[config.mk]
export PLATFORM = sky130hd
export DESIGN_NAME = dio48_port
export DESIGN_NICKNAME = d
export VERILOG_FILES = /design/src/dio48_pkg.sv /design/src/dio48_sync.sv /design/src/dio48_port.sv
export SDC_FILE = /design/constraint.sdc
export NUM_CORES = 1
export LEC_CHECK = 0
export BUFFER_PORTS_ARGS = -buffer_cell sky130_fd_sc_hd__clkbuf_2
export CAP_MARGIN = 10
export CORE_MARGIN = 4
export CORE_UTILIZATION = 40
export DETAILED_ROUTE_END_ITERATION = 16
export HOLD_SLACK_MARGIN = 0.15
export SLEW_MARGIN = 10
export SYNTH_ARGS = -nofsm -noshare
export SYNTH_HDL_FRONTEND = slang
export SYNTH_HIERARCHICAL = 1
export SYNTH_SLANG_ARGS = --single-unit
export TNS_END_PERCENT = 5
[constraint.sdc]
create_clock -name hclk -period 3.2 [get_ports hclk]
set_input_delay 0.48 -clock hclk [delete_from_list [all_inputs] [get_ports hclk]]
set_output_delay 0.48 -clock hclk [all_outputs]
set_load 0.05 [all_outputs]
[src/dio48_pkg.sv]
`default_nettype none
package dio48_pkg;
    localparam int NPORT = 6;                       // byte ports
    localparam int NEVT  = 24;                      // event channels
    localparam int NGRP  = 3;                       // event byte groups
    // register indices, byte address is four times the index
    localparam logic [4:0] IDX_PORT0   = 5'h00;
    localparam logic [4:0] IDX_PORT5   = 5'h05;
    localparam logic [4:0] IDX_PENDSUM = 5'h06;
    localparam logic [4:0] IDX_PAGE    = 5'h07;
    localparam logic [4:0] IDX_GRP0    = 5'h08;
    localparam logic [4:0] IDX_GRP2    = 5'h0A;
    // page/lock field positions
    localparam int PAGE_LSB = 6;
    localparam int LOCK_W   = 6;
    // page numbers for the upper offsets
    localparam logic [1:0] PG_NONE = 2'h0;
    localparam logic [1:0] PG_POL  = 2'h1;
    localparam logic [1:0] PG_ENAB = 2'h2;
    localparam logic [1:0] PG_PEND = 2'h3;
    // reset values
    localparam logic [7:0]  RST_BYTE  = 8'h00;
    localparam logic [1:0]  RST_PAGE  = 2'h0;
    localparam logic [5:0]  RST_LOCK  = 6'h00;
    localparam logic [23:0] RST_EVT   = 24'h000000;
    localparam logic [31:0] RST_RDATA = 32'h00000000;
    // window of 32 addresses spans two 16-address blocks
    localparam logic [11:0] WIN_BLOCKS = 12'h002;
    localparam int          IO_ADDR_LSB = 2;

    // bus slave states
    typedef enum logic [0:0] {BS_IDLE, BS_RDWAIT} dio48_bus_st_t;

    // request held over into the data phase
    typedef struct packed {
        logic       valid;
        logic       write;
        logic       hit;
        logic [4:0] off;
    } dio48_dphase_t;
endpackage
`default_nettype wire

[src/dio48_sync.sv]
`timescale 1ns/1ps
`default_nettype none
// two-stage synchroniser for pins that come from outside the clock domain
module dio48_sync #(
    parameter int W = 1
) (
    input  wire logic         hclk,
    input  wire logic         hresetn,
    input  wire logic [W-1:0] din,
    output logic      [W-1:0] dout
);
    logic [W-1:0] stage1;   // metastable stage, read only by stage two

    // first stage
    always_ff @(posedge hclk or negedge hresetn) begin
        if (!hresetn) begin
            stage1 <= '0;
        end else begin
            stage1 <= din;
        end
    end

    // second stage, safe for logic
    always_ff @(posedge hclk or negedge hresetn) begin
        if (!hresetn) begin
            dout <= '0;
        end else begin
            dout <= stage1;
        end
    end
endmodule
`default_nettype wire

[src/dio48_port.sv]
// Local design decisions: register access over AHB-Lite and the placing of the registers.
`timescale 1ns/1ps
`default_nettype none
// 48-channel open-drain port with edge event sensing on channels 0 to 23, AHB-Lite register access
module dio48_port (
    input  wire logic        hclk,
    input  wire logic        hresetn,
    input  wire logic        hsel,
    input  wire logic [31:0] haddr,
    input  wire logic [1:0]  htrans,
    input  wire logic        hwrite,
    input  wire logic [2:0]  hsize,
    input  wire logic [31:0] hwdata,
    input  wire logic        hready,
    output logic             hreadyout,
    output logic             hresp,
    output logic      [31:0] hrdata,
    input  wire logic [47:0] dio_in,
    output logic      [47:0] dio_out,
    output logic      [47:0] dio_oe,
    input  wire logic [11:0] base_address_jumpers,
    input  wire logic [3:0]  irq_route_jumpers,
    output logic      [15:0] irq_lines
);
    logic [47:0]           pin_s;              // synchronised pin levels
    logic [11:0]           base_s;             // synchronised base jumpers
    logic [3:0]            route_s;            // synchronised route jumpers
    logic [7:0]            port_latch [6];     // output latches
    logic [5:0]            lock;               // write-protect mask
    logic [1:0]            page;               // page select
    logic [23:0]           pol;                // edge polarity
    logic [23:0]           enab;               // event enables
    logic [23:0]           edge_pending_flags; // sticky event flags
    logic [23:0]           pin_prev;           // last level for edge detect
    logic [23:0]           hit;                // edge of chosen direction
    logic [2:0]            clr_grp;            // group clear strobes
    dio48_pkg::dio48_bus_st_t bus_st;          // slave state
    dio48_pkg::dio48_dphase_t dp;              // data-phase request
    logic                  accept;             // address phase taken
    logic [15:0]           io_addr;            // word index as io address
    logic [11:0]           blk_diff;           // block distance from base
    logic                  wr_en;              // write lands this cycle
    logic [7:0]            wbyte;              // written byte
    logic [7:0]            grp_sel;            // selected event register
    logic [31:0]           next_rdata;         // read mux result
    logic                  irq_req;            // any flag pending

    // pins and jumpers come from outside, two flops before any use
    dio48_sync #(.W(48)) u_pin_sync (
        .hclk    (hclk),
        .hresetn (hresetn),
        .din     (dio_in),
        .dout    (pin_s)
    );
    dio48_sync #(.W(16)) u_jmp_sync (
        .hclk    (hclk),
        .hresetn (hresetn),
        .din     ({irq_route_jumpers, base_address_jumpers}),
        .dout    ({route_s, base_s})
    );

    // address decode: io address is the word index; window is two blocks of 16
    assign io_addr  = haddr[dio48_pkg::IO_ADDR_LSB+:16];
    assign blk_diff = io_addr[15:4] - base_s;
    assign accept   = hsel && htrans[1] && hready;
    // any size is taken; data always sits in the low byte
    assign wr_en    = dp.valid && dp.write && dp.hit;
    assign wbyte    = hwdata[7:0];

    // capture the address phase whenever the bus moves on
    always_ff @(posedge hclk or negedge hresetn) begin
        if (!hresetn) begin
            dp <= '0;
        end else if (hready) begin
            dp.valid <= accept;
            dp.write <= hwrite;
            dp.hit   <= (blk_diff < dio48_pkg::WIN_BLOCKS);
            dp.off   <= io_addr[4:0] - {base_s[0], 4'h0};
        end
    end

    // reads take one wait state so the mux sees a write just before it
    always_ff @(posedge hclk or negedge hresetn) begin
        if (!hresetn) begin
            bus_st    <= dio48_pkg::BS_IDLE;
            hreadyout <= 1'b1;
            hrdata    <= dio48_pkg::RST_RDATA;
        end else begin
            case (bus_st)
                dio48_pkg::BS_IDLE: begin
                    if (accept && !hwrite) begin
                        bus_st    <= dio48_pkg::BS_RDWAIT;
                        hreadyout <= 1'b0;
                    end
                end
                dio48_pkg::BS_RDWAIT: begin
                    bus_st    <= dio48_pkg::BS_IDLE;
                    hreadyout <= 1'b1;
                    hrdata    <= next_rdata;
                end
                default: begin
                    bus_st    <= dio48_pkg::BS_IDLE;
                    hreadyout <= 1'b1;
                end
            endcase
        end
    end

    // response is always okay; unmapped reads give zero
    always_ff @(posedge hclk or negedge hresetn) begin
        if (!hresetn) begin
            hresp <= 1'b0;
        end else begin
            hresp <= 1'b0;
        end
    end

    // event register of the current page for a 08..0A offset
    always_comb begin
        grp_sel = dio48_pkg::RST_BYTE;
        if (dp.off >= dio48_pkg::IDX_GRP0 && dp.off <= dio48_pkg::IDX_GRP2) begin
            case (page)
                dio48_pkg::PG_POL:  grp_sel = pol[8*(dp.off[1:0])+:8];
                dio48_pkg::PG_ENAB: grp_sel = enab[8*(dp.off[1:0])+:8];
                dio48_pkg::PG_PEND: grp_sel = edge_pending_flags[8*(dp.off[1:0])+:8];
                default:            grp_sel = dio48_pkg::RST_BYTE;
            endcase
        end
    end

    // read mux; ports read the inverted pin, which shows the latch when driven
    always_comb begin
        next_rdata = dio48_pkg::RST_RDATA;
        if (dp.hit) begin
            if (dp.off <= dio48_pkg::IDX_PORT5) begin
                next_rdata[7:0] = ~pin_s[8*(dp.off[2:0])+:8];
            end else if (dp.off == dio48_pkg::IDX_PENDSUM) begin
                next_rdata[7:0] = {5'h00, |edge_pending_flags[23:16],
                                   |edge_pending_flags[15:8], |edge_pending_flags[7:0]};
            end else if (dp.off == dio48_pkg::IDX_PAGE) begin
                next_rdata[7:0] = {page, lock};
            end else begin
                next_rdata[7:0] = grp_sel;
            end
        end
    end

    // page and lock share one register
    always_ff @(posedge hclk or negedge hresetn) begin
        if (!hresetn) begin
            page <= dio48_pkg::RST_PAGE;
            lock <= dio48_pkg::RST_LOCK;
        end else if (wr_en && dp.off == dio48_pkg::IDX_PAGE) begin
            page <= wbyte[dio48_pkg::PAGE_LSB+:2];
            lock <= wbyte[dio48_pkg::LOCK_W-1:0];
        end
    end

    // polarity and enables, one byte per group on their page
    always_ff @(posedge hclk or negedge hresetn) begin
        if (!hresetn) begin
            pol  <= dio48_pkg::RST_EVT;
            enab <= dio48_pkg::RST_EVT;
        end else if (wr_en && dp.off >= dio48_pkg::IDX_GRP0 && dp.off <= dio48_pkg::IDX_GRP2) begin
            if (page == dio48_pkg::PG_POL) begin
                pol[8*(dp.off[1:0])+:8] <= wbyte;
            end
            if (page == dio48_pkg::PG_ENAB) begin
                enab[8*(dp.off[1:0])+:8] <= wbyte;
            end
        end
    end

    // any write on the pending page clears that whole group
    always_comb begin
        clr_grp = 3'h0;
        if (wr_en && page == dio48_pkg::PG_PEND && dp.off >= dio48_pkg::IDX_GRP0
            && dp.off <= dio48_pkg::IDX_GRP2) begin
            clr_grp[dp.off[1:0]] = 1'b1;
        end
    end

    // per-port latches; a locked port ignores writes
    genvar gp;
    generate
        for (gp = 0; gp < dio48_pkg::NPORT; gp++) begin : g_port
            always_ff @(posedge hclk or negedge hresetn) begin
                if (!hresetn) begin
                    port_latch[gp] <= dio48_pkg::RST_BYTE;
                end else if (wr_en && dp.off == 5'(gp) && !lock[gp]) begin
                    port_latch[gp] <= wbyte;
                end
            end
            // a 1 sinks the pin, a 0 releases it; input use needs a 0 here
            assign dio_oe[8*gp+:8] = port_latch[gp];
        end
    endgenerate

    // open drain: the driven level is always low
    always_ff @(posedge hclk or negedge hresetn) begin
        if (!hresetn) begin
            dio_out <= '0;
        end else begin
            dio_out <= '0;
        end
    end

    // previous levels of the event pins
    always_ff @(posedge hclk or negedge hresetn) begin
        if (!hresetn) begin
            pin_prev <= dio48_pkg::RST_EVT;
        end else begin
            pin_prev <= pin_s[23:0];
        end
    end

    // per-bit edge detect and sticky flag; a new edge beats a clear
    genvar gb;
    generate
        for (gb = 0; gb < dio48_pkg::NEVT; gb++) begin : g_evt
            assign hit[gb] = enab[gb] && (pol[gb] ? (pin_s[gb] && !pin_prev[gb])
                                                  : (!pin_s[gb] && pin_prev[gb]));
            always_ff @(posedge hclk or negedge hresetn) begin
                if (!hresetn) begin
                    edge_pending_flags[gb] <= 1'b0;
                end else if (!enab[gb]) begin
                    edge_pending_flags[gb] <= 1'b0;
                end else if (hit[gb]) begin
                    edge_pending_flags[gb] <= 1'b1;
                end else if (clr_grp[gb/8]) begin
                    edge_pending_flags[gb] <= 1'b0;
                end
            end
        end
    endgenerate

    assign irq_req = |edge_pending_flags;

    // single request steered onto the jumpered line
    always_ff @(posedge hclk or negedge hresetn) begin
        if (!hresetn) begin
            irq_lines <= 16'h0000;
        end else begin
            irq_lines <= irq_req ? (16'h0001 << route_s) : 16'h0000;
        end
    end

    // a set lock bit must freeze its port latch
    a_lock_blocks: assert property (@(posedge hclk) disable iff (!hresetn)
        wr_en && dp.off == 5'h00 && lock[0] |=> $stable(port_latch[0]))
        else $error("locked port was written");

    // port reads show the synchronised pin, inverted
    a_port_readback: assert property (@(posedge hclk) disable iff (!hresetn)
        bus_st == dio48_pkg::BS_RDWAIT && dp.hit && dp.off == 5'h00
        |=> hrdata[7:0] == ~$past(pin_s[7:0]))
        else $error("port read is not the inverted pin");

    // a flag stays up until the host clears it
    a_pend_sticky: assert property (@(posedge hclk) disable iff (!hresetn)
        edge_pending_flags[0] && enab[0] && !clr_grp[0] |=> edge_pending_flags[0])
        else $error("pending flag lost without a clear");

    // rising polarity records a low to high step
    a_rise_sets: assert property (@(posedge hclk) disable iff (!hresetn)
        enab[0] && pol[0] && pin_s[0] && !pin_prev[0] |=> edge_pending_flags[0])
        else $error("rising edge not recorded");

    // a write on the pending page empties the group
    a_clear_group: assert property (@(posedge hclk) disable iff (!hresetn)
        clr_grp[1] && hit[15:8] == 8'h00 |=> edge_pending_flags[15:8] == 8'h00)
        else $error("pending group not cleared");

    // the request lands on the jumpered line only
    a_irq_routed: assert property (@(posedge hclk) disable iff (!hresetn)
        irq_req |=> irq_lines == (16'h0001 << $past(route_s)))
        else $error("interrupt not on routed line");

    // no pending flag means every line is quiet
    a_irq_quiet: assert property (@(posedge hclk) disable iff (!hresetn)
        !irq_req |=> irq_lines == 16'h0000)
        else $error("interrupt with nothing pending");

    // disabling a channel drops its pending flag
    a_disable_clears: assert property (@(posedge hclk) disable iff (!hresetn)
        !enab[5] |=> !edge_pending_flags[5])
        else $error("disabled channel still pending");

    // every read costs exactly one wait state
    a_read_wait: assert property (@(posedge hclk) disable iff (!hresetn)
        accept && !hwrite && hreadyout |=> !hreadyout ##1 hreadyout)
        else $error("read wait state wrong");

    // rule checks below watch state that this module drives, plus the bus input hwrite in a_write_no_wait
    a_set_beats_clear: assert property (@(posedge hclk) disable iff (!hresetn)
        hit[0] && clr_grp[0] |=> edge_pending_flags[0])
        else $error("edge lost to a group clear");

    // falling polarity records a high to low step
    a_fall_sets: assert property (@(posedge hclk) disable iff (!hresetn)
        enab[1] && !pol[1] && !pin_s[1] && pin_prev[1] |=> edge_pending_flags[1])
        else $error("falling edge not recorded");

    // only an edge may raise a flag that was clear
    a_flag_needs_edge: assert property (@(posedge hclk) disable iff (!hresetn)
        !edge_pending_flags[1] && !hit[1] |=> !edge_pending_flags[1])
        else $error("flag set without an edge");

    // a port latch changes only through a write to it
    a_latch_holds: assert property (@(posedge hclk) disable iff (!hresetn)
        !(wr_en && dp.off == 5'h02) |=> $stable(port_latch[2]))
        else $error("port latch changed without a write");

    // an unlocked write lands the low data byte
    a_latch_loads: assert property (@(posedge hclk) disable iff (!hresetn)
        wr_en && dp.off == 5'h05 && !lock[5] |=> port_latch[5] == $past(wbyte))
        else $error("port write did not land");

    // page and lock follow a write to their register
    a_page_loads: assert property (@(posedge hclk) disable iff (!hresetn)
        wr_en && dp.off == dio48_pkg::IDX_PAGE |=> {page, lock} == $past(wbyte))
        else $error("page and lock not loaded");

    // polarity bytes change only on their own page
    a_pol_page: assert property (@(posedge hclk) disable iff (!hresetn)
        page != dio48_pkg::PG_POL |=> $stable(pol))
        else $error("polarity changed off its page");

    // writes complete with no wait state
    a_write_no_wait: assert property (@(posedge hclk) disable iff (!hresetn)
        accept && hwrite && hreadyout |=> hreadyout)
        else $error("write was stalled");

    // requests outside the window touch no register
    a_window_miss: assert property (@(posedge hclk) disable iff (!hresetn)
        dp.valid && dp.write && !dp.hit |=> $stable(port_latch[0]) && $stable(lock))
        else $error("write outside the window landed");

    // the summary bit of group zero is the or of its flags
    a_summary_read: assert property (@(posedge hclk) disable iff (!hresetn)
        bus_st == dio48_pkg::BS_RDWAIT && dp.hit && dp.off == dio48_pkg::IDX_PENDSUM |=> hrdata[0] == $past(|edge_pending_flags[7:0]))
        else $error("pending summary wrong");
endmodule
`default_nettype wire

# Word level (Yosys, flattened, before mapping)
# Index checks and enable logic that the tools add are counted.
# Widths: inputs -> output; s select.
[op_classes]
n_reduce_logical = 159
bitwise = 2
n_addsub = 3
n_eq_ne = 35
n_lt_le_gt_ge = 6
shifts = 7
muxes = 91
[op_table]
columns = ["cell", "n"]
rows = [
  ["$logic_and 1x1->1", 97],
  ["$mux 1", 78],
  ["$ne 3x1->1 const B", 24],
  ["$shiftx 24x6->8", 3],
  ["$logic_not 1->1", 55],
  ["$bwmux 24", 2],
  ["$shiftx 48x7->8", 1],
  ["$mux 8", 5],
  ["$neg 5->34", 1],
  ["$shift 8x34->24 const A", 1],
  ["$shiftx 8x34->24", 1],
  ["$pmux 8 s3", 1],
  ["$reduce_or 24->1", 1],
  ["$reduce_or 8->1", 3],
  ["$eq 5x3->1 const B", 4],
  ["$mux 16", 1],
  ["$shl 1x4->16 const A", 1],
  ["$lt 12x2->1 const B", 1],
  ["$sub 12x12->12", 1],
  ["$eq 5x2->1 const B", 2],
  ["$not 8->8", 1],
  ["$eq 5x1->1 const B", 1],
  ["$ge 5x4->1 const B", 1],
  ["$le 5x3->1 const B", 1],
  ["other kinds (13)", 16],
]
[totals]
elab_cells = 350
out_inout_bits = 146
inputBits = 138
reg_bits = 314

# Logic depth before layout (Yosys ltp)
[logic_depth]
word_depth = 9
ltp_mapped = 10
depth_no_buf = 10

# By module
# Netlist, hierarchy kept.
[modules_own_cells]
columns = ["module", "seq_area_each_um2", "cells_each", "n_inst", "area_per_inst_um2"]
rows = [
  ["dio48_port", 4655.7, 918, 1, 9590.4],
  ["dio48_sync (u_pin_sync)", 2402.3, 96, 1, 2402.3],
  ["dio48_sync (u_jmp_sync)", 800.8, 32, 1, 800.8],
]

# Worst setup path after synthesis
# No wires, ideal clock.
[synth_timing]
path_kind = "reg2reg"
from = "reg dp[1] (netlist name)"
to = "reg port_latch (netlist bit dio_oe[32])"
path_buffers = 3
setup_slack_ns = 0.840
synth_period_minus_slack_ns = 2.360
t_arrival_ns = 2.235
required_ns = 3.075
stages_incl_launch_ff = 8
cell_sequence = "dfrtp_1 > clkbuf_1 > inv_1 > clkbuf_1 > ha_1 > clkbuf_1 > nand4b_1 > mux2_2"
[synth_between]
elab_chain_len = 3
[synth_rtl]
columns = ["element", "line_no", "source"]
rows = [
  ["start: declaration", "dio48_port.sv:38", "dio48_pkg::dio48_dphase_t dp;"],
  ["$eq 5x3->1", "dio48_port.sv:190", "end else if (wr_en && dp.off == 5'(gp) && !lock[gp]) begin"],
  ["$logic_and 1x1->1 (2 in series)", "dio48_port.sv:190", ""],
  ["end signal: indexed assignment", "dio48_port.sv:189", "port_latch[gp] <= dio48_pkg::RST_BYTE;"],
  ["end signal: indexed assignment", "dio48_port.sv:191", "port_latch[gp] <= wbyte;"],
  ["end: declaration", "dio48_port.sv:28", "logic [7:0] port_latch [6];"],
]
# Every way passes these cells.
# A chain may end at the register's enable or synchronous reset.

# Final worst setup path
[layout_timing]
from = "reg page[0]"
to = "reg hrdata[3]"
[layout_between]
elab_chain_len = 7
elab_cells_between_ends = 9
classes_between = "3 x eq/ne; 6 x mux"
[layout_rtl]
columns = ["element", "line_no", "source"]
rows = [
  ["start: declaration", "dio48_port.sv:30", "logic [1:0] page;"],
  ["start signal: assignment", "dio48_port.sv:151", "page <= dio48_pkg::RST_PAGE;"],
  ["start signal: assignment", "dio48_port.sv:154", "page <= wbyte[dio48_pkg::PAGE_LSB+:2];"],
  ["$eq 2x2->1 / $eq 2x1->1 (equally long branches)", "dio48_port.sv:122", "case (page)"],
  ["$pmux 8 s3 *", "dio48_port.sv:122", ""],
  ["$mux 8 *", "dio48_port.sv:121", "if (dp.off >= dio48_pkg::IDX_GRP0 && dp.off <= dio48_pkg::IDX_GRP2) begin"],
  ["$mux 8 *", "dio48_port.sv:140", "end else if (dp.off == dio48_pkg::IDX_PAGE) begin"],
  ["$mux 8 *", "dio48_port.sv:137", "end else if (dp.off == dio48_pkg::IDX_PENDSUM) begin"],
  ["$mux 8 *", "dio48_port.sv:135", "if (dp.off <= dio48_pkg::IDX_PORT5) begin"],
  ["$mux 8 *", "dio48_port.sv:134", "if (dp.hit) begin"],
  ["end signal: assignment", "dio48_port.sv:87", "hrdata <= dio48_pkg::RST_RDATA;"],
  ["end signal: assignment", "dio48_port.sv:99", "hrdata <= next_rdata;"],
  ["end: declaration", "dio48_port.sv:17", "output logic [31:0] hrdata,"],
]
# Mark *: on every way between the ends. The rest lies on a longest branch, timed or not.

==> key figures <==
Clock tree
  – Clock Tree Root: clkbuf_16
  – CTS tree: done
  – Postcts setup bufs: 0
  – Post-CTS sizing: 0
  – Worst-skew pair later-pin latency: 0.50 ns
  – Total CTS buffers: 34
  – Hold_buf cts: 65
  – Clock Sinks: 314
  – Clock Path Buffers: 3
  – Clock slew at reported path FFs: 0.06 ns
  – H-tree depth: 2

Critical path
  – Crit path required time: 3.58 ns
  – Arr. time, crit path: 2.89 ns
  – Worst Reg-to-Reg Cells: 7
  – Origin of the worst setup path: page[0]
  – Flop2flop setup slack: 0.69 ns
  – Reg-to-reg endpoint: hrdata[3]
  – CP Launch Type: flop
  – Reg2reg start: page[0]
  – CP endpoint kind: flop
  – CP Max Fanout: 13
  – CP endpoint: hrdata[3]
  – Setup CP Type: reg2reg

Synthesis
  – Main synth FF type: dfrtp_1
  – Syn Std Cell Area: 12790 um2
  – Flops & latches, synth: 314
  – Mean Syn Cell Area: 12.23 um2
  – Most common cell in the netlist: dfrtp_1
  – Seq/Total Area, Yosys: 0.6143
  – Distinct cells, synth: 60
  – Cell count after synthesis: 1046
  – Area share of the leading cell type in the synthesized netlist: 0.6122
  – Post-synthesis async set-or-reset flop share: 1.000
  – Top cell type by total area after synthesis: dfrtp_1
  – Synth cell count leaders: 313 x dfrtp_1, 88 x nand2_1, 85 x nor2_1, 75 x buf_4, 66 x mux2_2
  – Syn. warnings: 6
  – Top cells by area, synth: dfrtp_1 61%, mux2_2 5.8%, buf_4 4.4%
  – Post-synth EDFFs: 0

Placement
  – Buffers added on ports: 166
  – DP HPWL: 21.64 mm
  – Gpl congestion: 0.8223

GRT
  – Largest net degree at the start of global routing: 78
  – GRT Overall Usage: 0.1781
  – Vias in the first global route: 8710
  – Initial antenna violation count: 0
  – Grt total ovfl: 0
  – First-pass GRT wire length: 49.80 mm

STA
  – Clock Skew: 0.01666 ns
  – RSZ-0062 raised after global routing: false
  – Crit path time final: 2.514 ns
  – Slew HR: 0.3539
  – Max Freq: 0.3978 GHz
  – Tcrit/Tclk final: 0.7855
  – Final setup vio count: 0
  – Final Slew Violations: 0
  – Worst-margin pin slew: 0.9692 ns
  – Final-report hold violation count: 0
  – Hold WS: 0.1885 ns
  – Setup TNS: 0 ns

Die
  – Die area: 34910 um2
  – Initial Utilization: 0.4054
  – Row count: 65
  – Die span in y: 186.8 um
  – Io pins: 284
  – Core area: 31560 um2
  – Die width: 186.8 um

Cells and area
  – Sequential cell area: 7859 um2
  – Fillers: 2852
  – Layout cells sized above 1: 0.2450
  – N_diodes: 0
  – Area of the multi-input gates: 4292 um2
  – P&R area growth vs syn: 21.37%
  – Nets@finish: 1443

Route
  – ANT nets after route: 0
  – Drt via density: 5.037
  – Drt total wl: 31.30 mm
  – WL/cell: 18.28 um
  – Pre-antenna DRT Iters: 4
  – DR DRC count: 0
  – Total vias in the final route: 8624
  – Iter 0 DRT Violations: 502

Pwr
  – P per Cell Area: 575.1 nW/um2
  – Worst vdd ir: 0.3381 mV
  – Tot Pwr: 8930 uW
  – Leakage power: 0.007175 uW

Run status
  – Status: complete, no violations

Flow run
  – Max-cap violations: 0

Worst hold path
  – Hold depth: 3
  – Worst hold path type: in2reg
==> metrics by stage <==
| stage | std cells | worst slack, ns | instance area [um2] | util |
|---|---|---|---|---|
| 2_1_floorplan | 1118 | 0.8405 | 13060 | - |
| 3_3_place_gp | 1590 | 0.5600 | 13830 | 0.4382 |
| 3_5_place_dp | 1590 | 0.5334 | 13830 | 0.4382 |
| 4_1_cts | 1712 | 0.6942 | 15530 | 0.4921 |
| 5_1_grt | 1712 | 0.5535 | 15530 | 0.4921 |
| 6_report | 1712 | 0.6863 | 15530 | 0.4921 |
==> placed cells by master (no fill, tap or decap), drive strengths merged, types with 4 or more instances in the layout <==
cell type,count
o221ai,7
o2111ai,5
mux4,7
and3,4
mux2,69
nand3b,4
conb,73
clkbuf,215
a22o,16
nor3b,5
dfrtp,313
clkinv,5
nand2,88
o22ai,5
o211ai,8
nand4b,4
buf,18
a221oi,28
ha,15
nor2b,28
dlygate4sd3,65
mux2i,34
inv,49
nor2,85
nand3,14
nor4,12
o21ai,38
nor3,14
a211oi,9
a21oi,32
nand2b,4
==> report_power, final <==
group          switching (uW)  total, uW  leakage (uW)  internal, uW
combinational             699        998       0.00301           299
sequential                104       4230       0.00365          4130
clock                    1500       3700      0.000517          2200
total                    2300       8930       0.00717          6630
==> worst min path at each step <==
stage,start,to,slack (ns)
2_1_floorplan,hresetn,bus_st,0.18
3_3_place_gp,u_pin_sync/stage1[13],u_pin_sync/dout[13],0.33
3_5_place_dp,u_jmp_sync/stage1[12],u_jmp_sync/dout[12],0.33
4_1_cts,haddr[3],dp[1],0.17
5_1_grt,haddr[5],dp[3],0.19
6_report,haddr[3],dp[1],0.19
==> state kept, by name, summed over array words and instances, names as in the netlist, 8 cells and up <==
name / cells
u_jmp_sync/stage1: 16
dio_oe: 48
irq_lines: 16
edge_pending_flags: 24
pol: 24
enab: 24
u_jmp_sync/dout: 16
pin_prev: 24
dp: 8
u_pin_sync/stage1: 48
hrdata: 8
u_pin_sync/dout: 48
==> cell families after synthesis <==
| logic type | synth area share |
|---|---|
| flops | 0.6143 |
| simple gates | 0.1010 |
| compound gates | 0.09350 |
| buf+inv | 0.07139 |
| mux | 0.1005 |
| fa+ha+maj | 0.01623 |
| xor+xnor | 0.002739 |
| other cells | 0.0002931 |
==> critical path, stage by stage (launching register included) <==
cell and delay (ns):
dfrtp_1 0.84, buf_4 0.32, mux2i_1 0.21, a211oi_1 0.09
a21oi_1 0.20, o22ai_1 0.12, a32o_1 0.26, a221o_1 0.35
==> per-layer routing <==
metal	vias to the layer above	part of all wire	global-route usage
met5	-	0	0
met4	0	0.030	0.05717
met3	57	0.053	0.03210
met2	260	0.49	0.2961
met1	4325	0.43	0.2394
li1	3982	-	-
==> cell type report <==
cell class / count / share of cell area
inverter: 48 / 0.01160
multi-input combinational: 643 / 0.2764
sequential: 314 / 0.5061
clock buffer: 50 / 0.06326
timing repair buffer: 248 / 0.1059
tap: 402 / 0.03239
clock inverter: 7 / 0.004351
No activity file was read; power rests on OpenSTA's default activity.
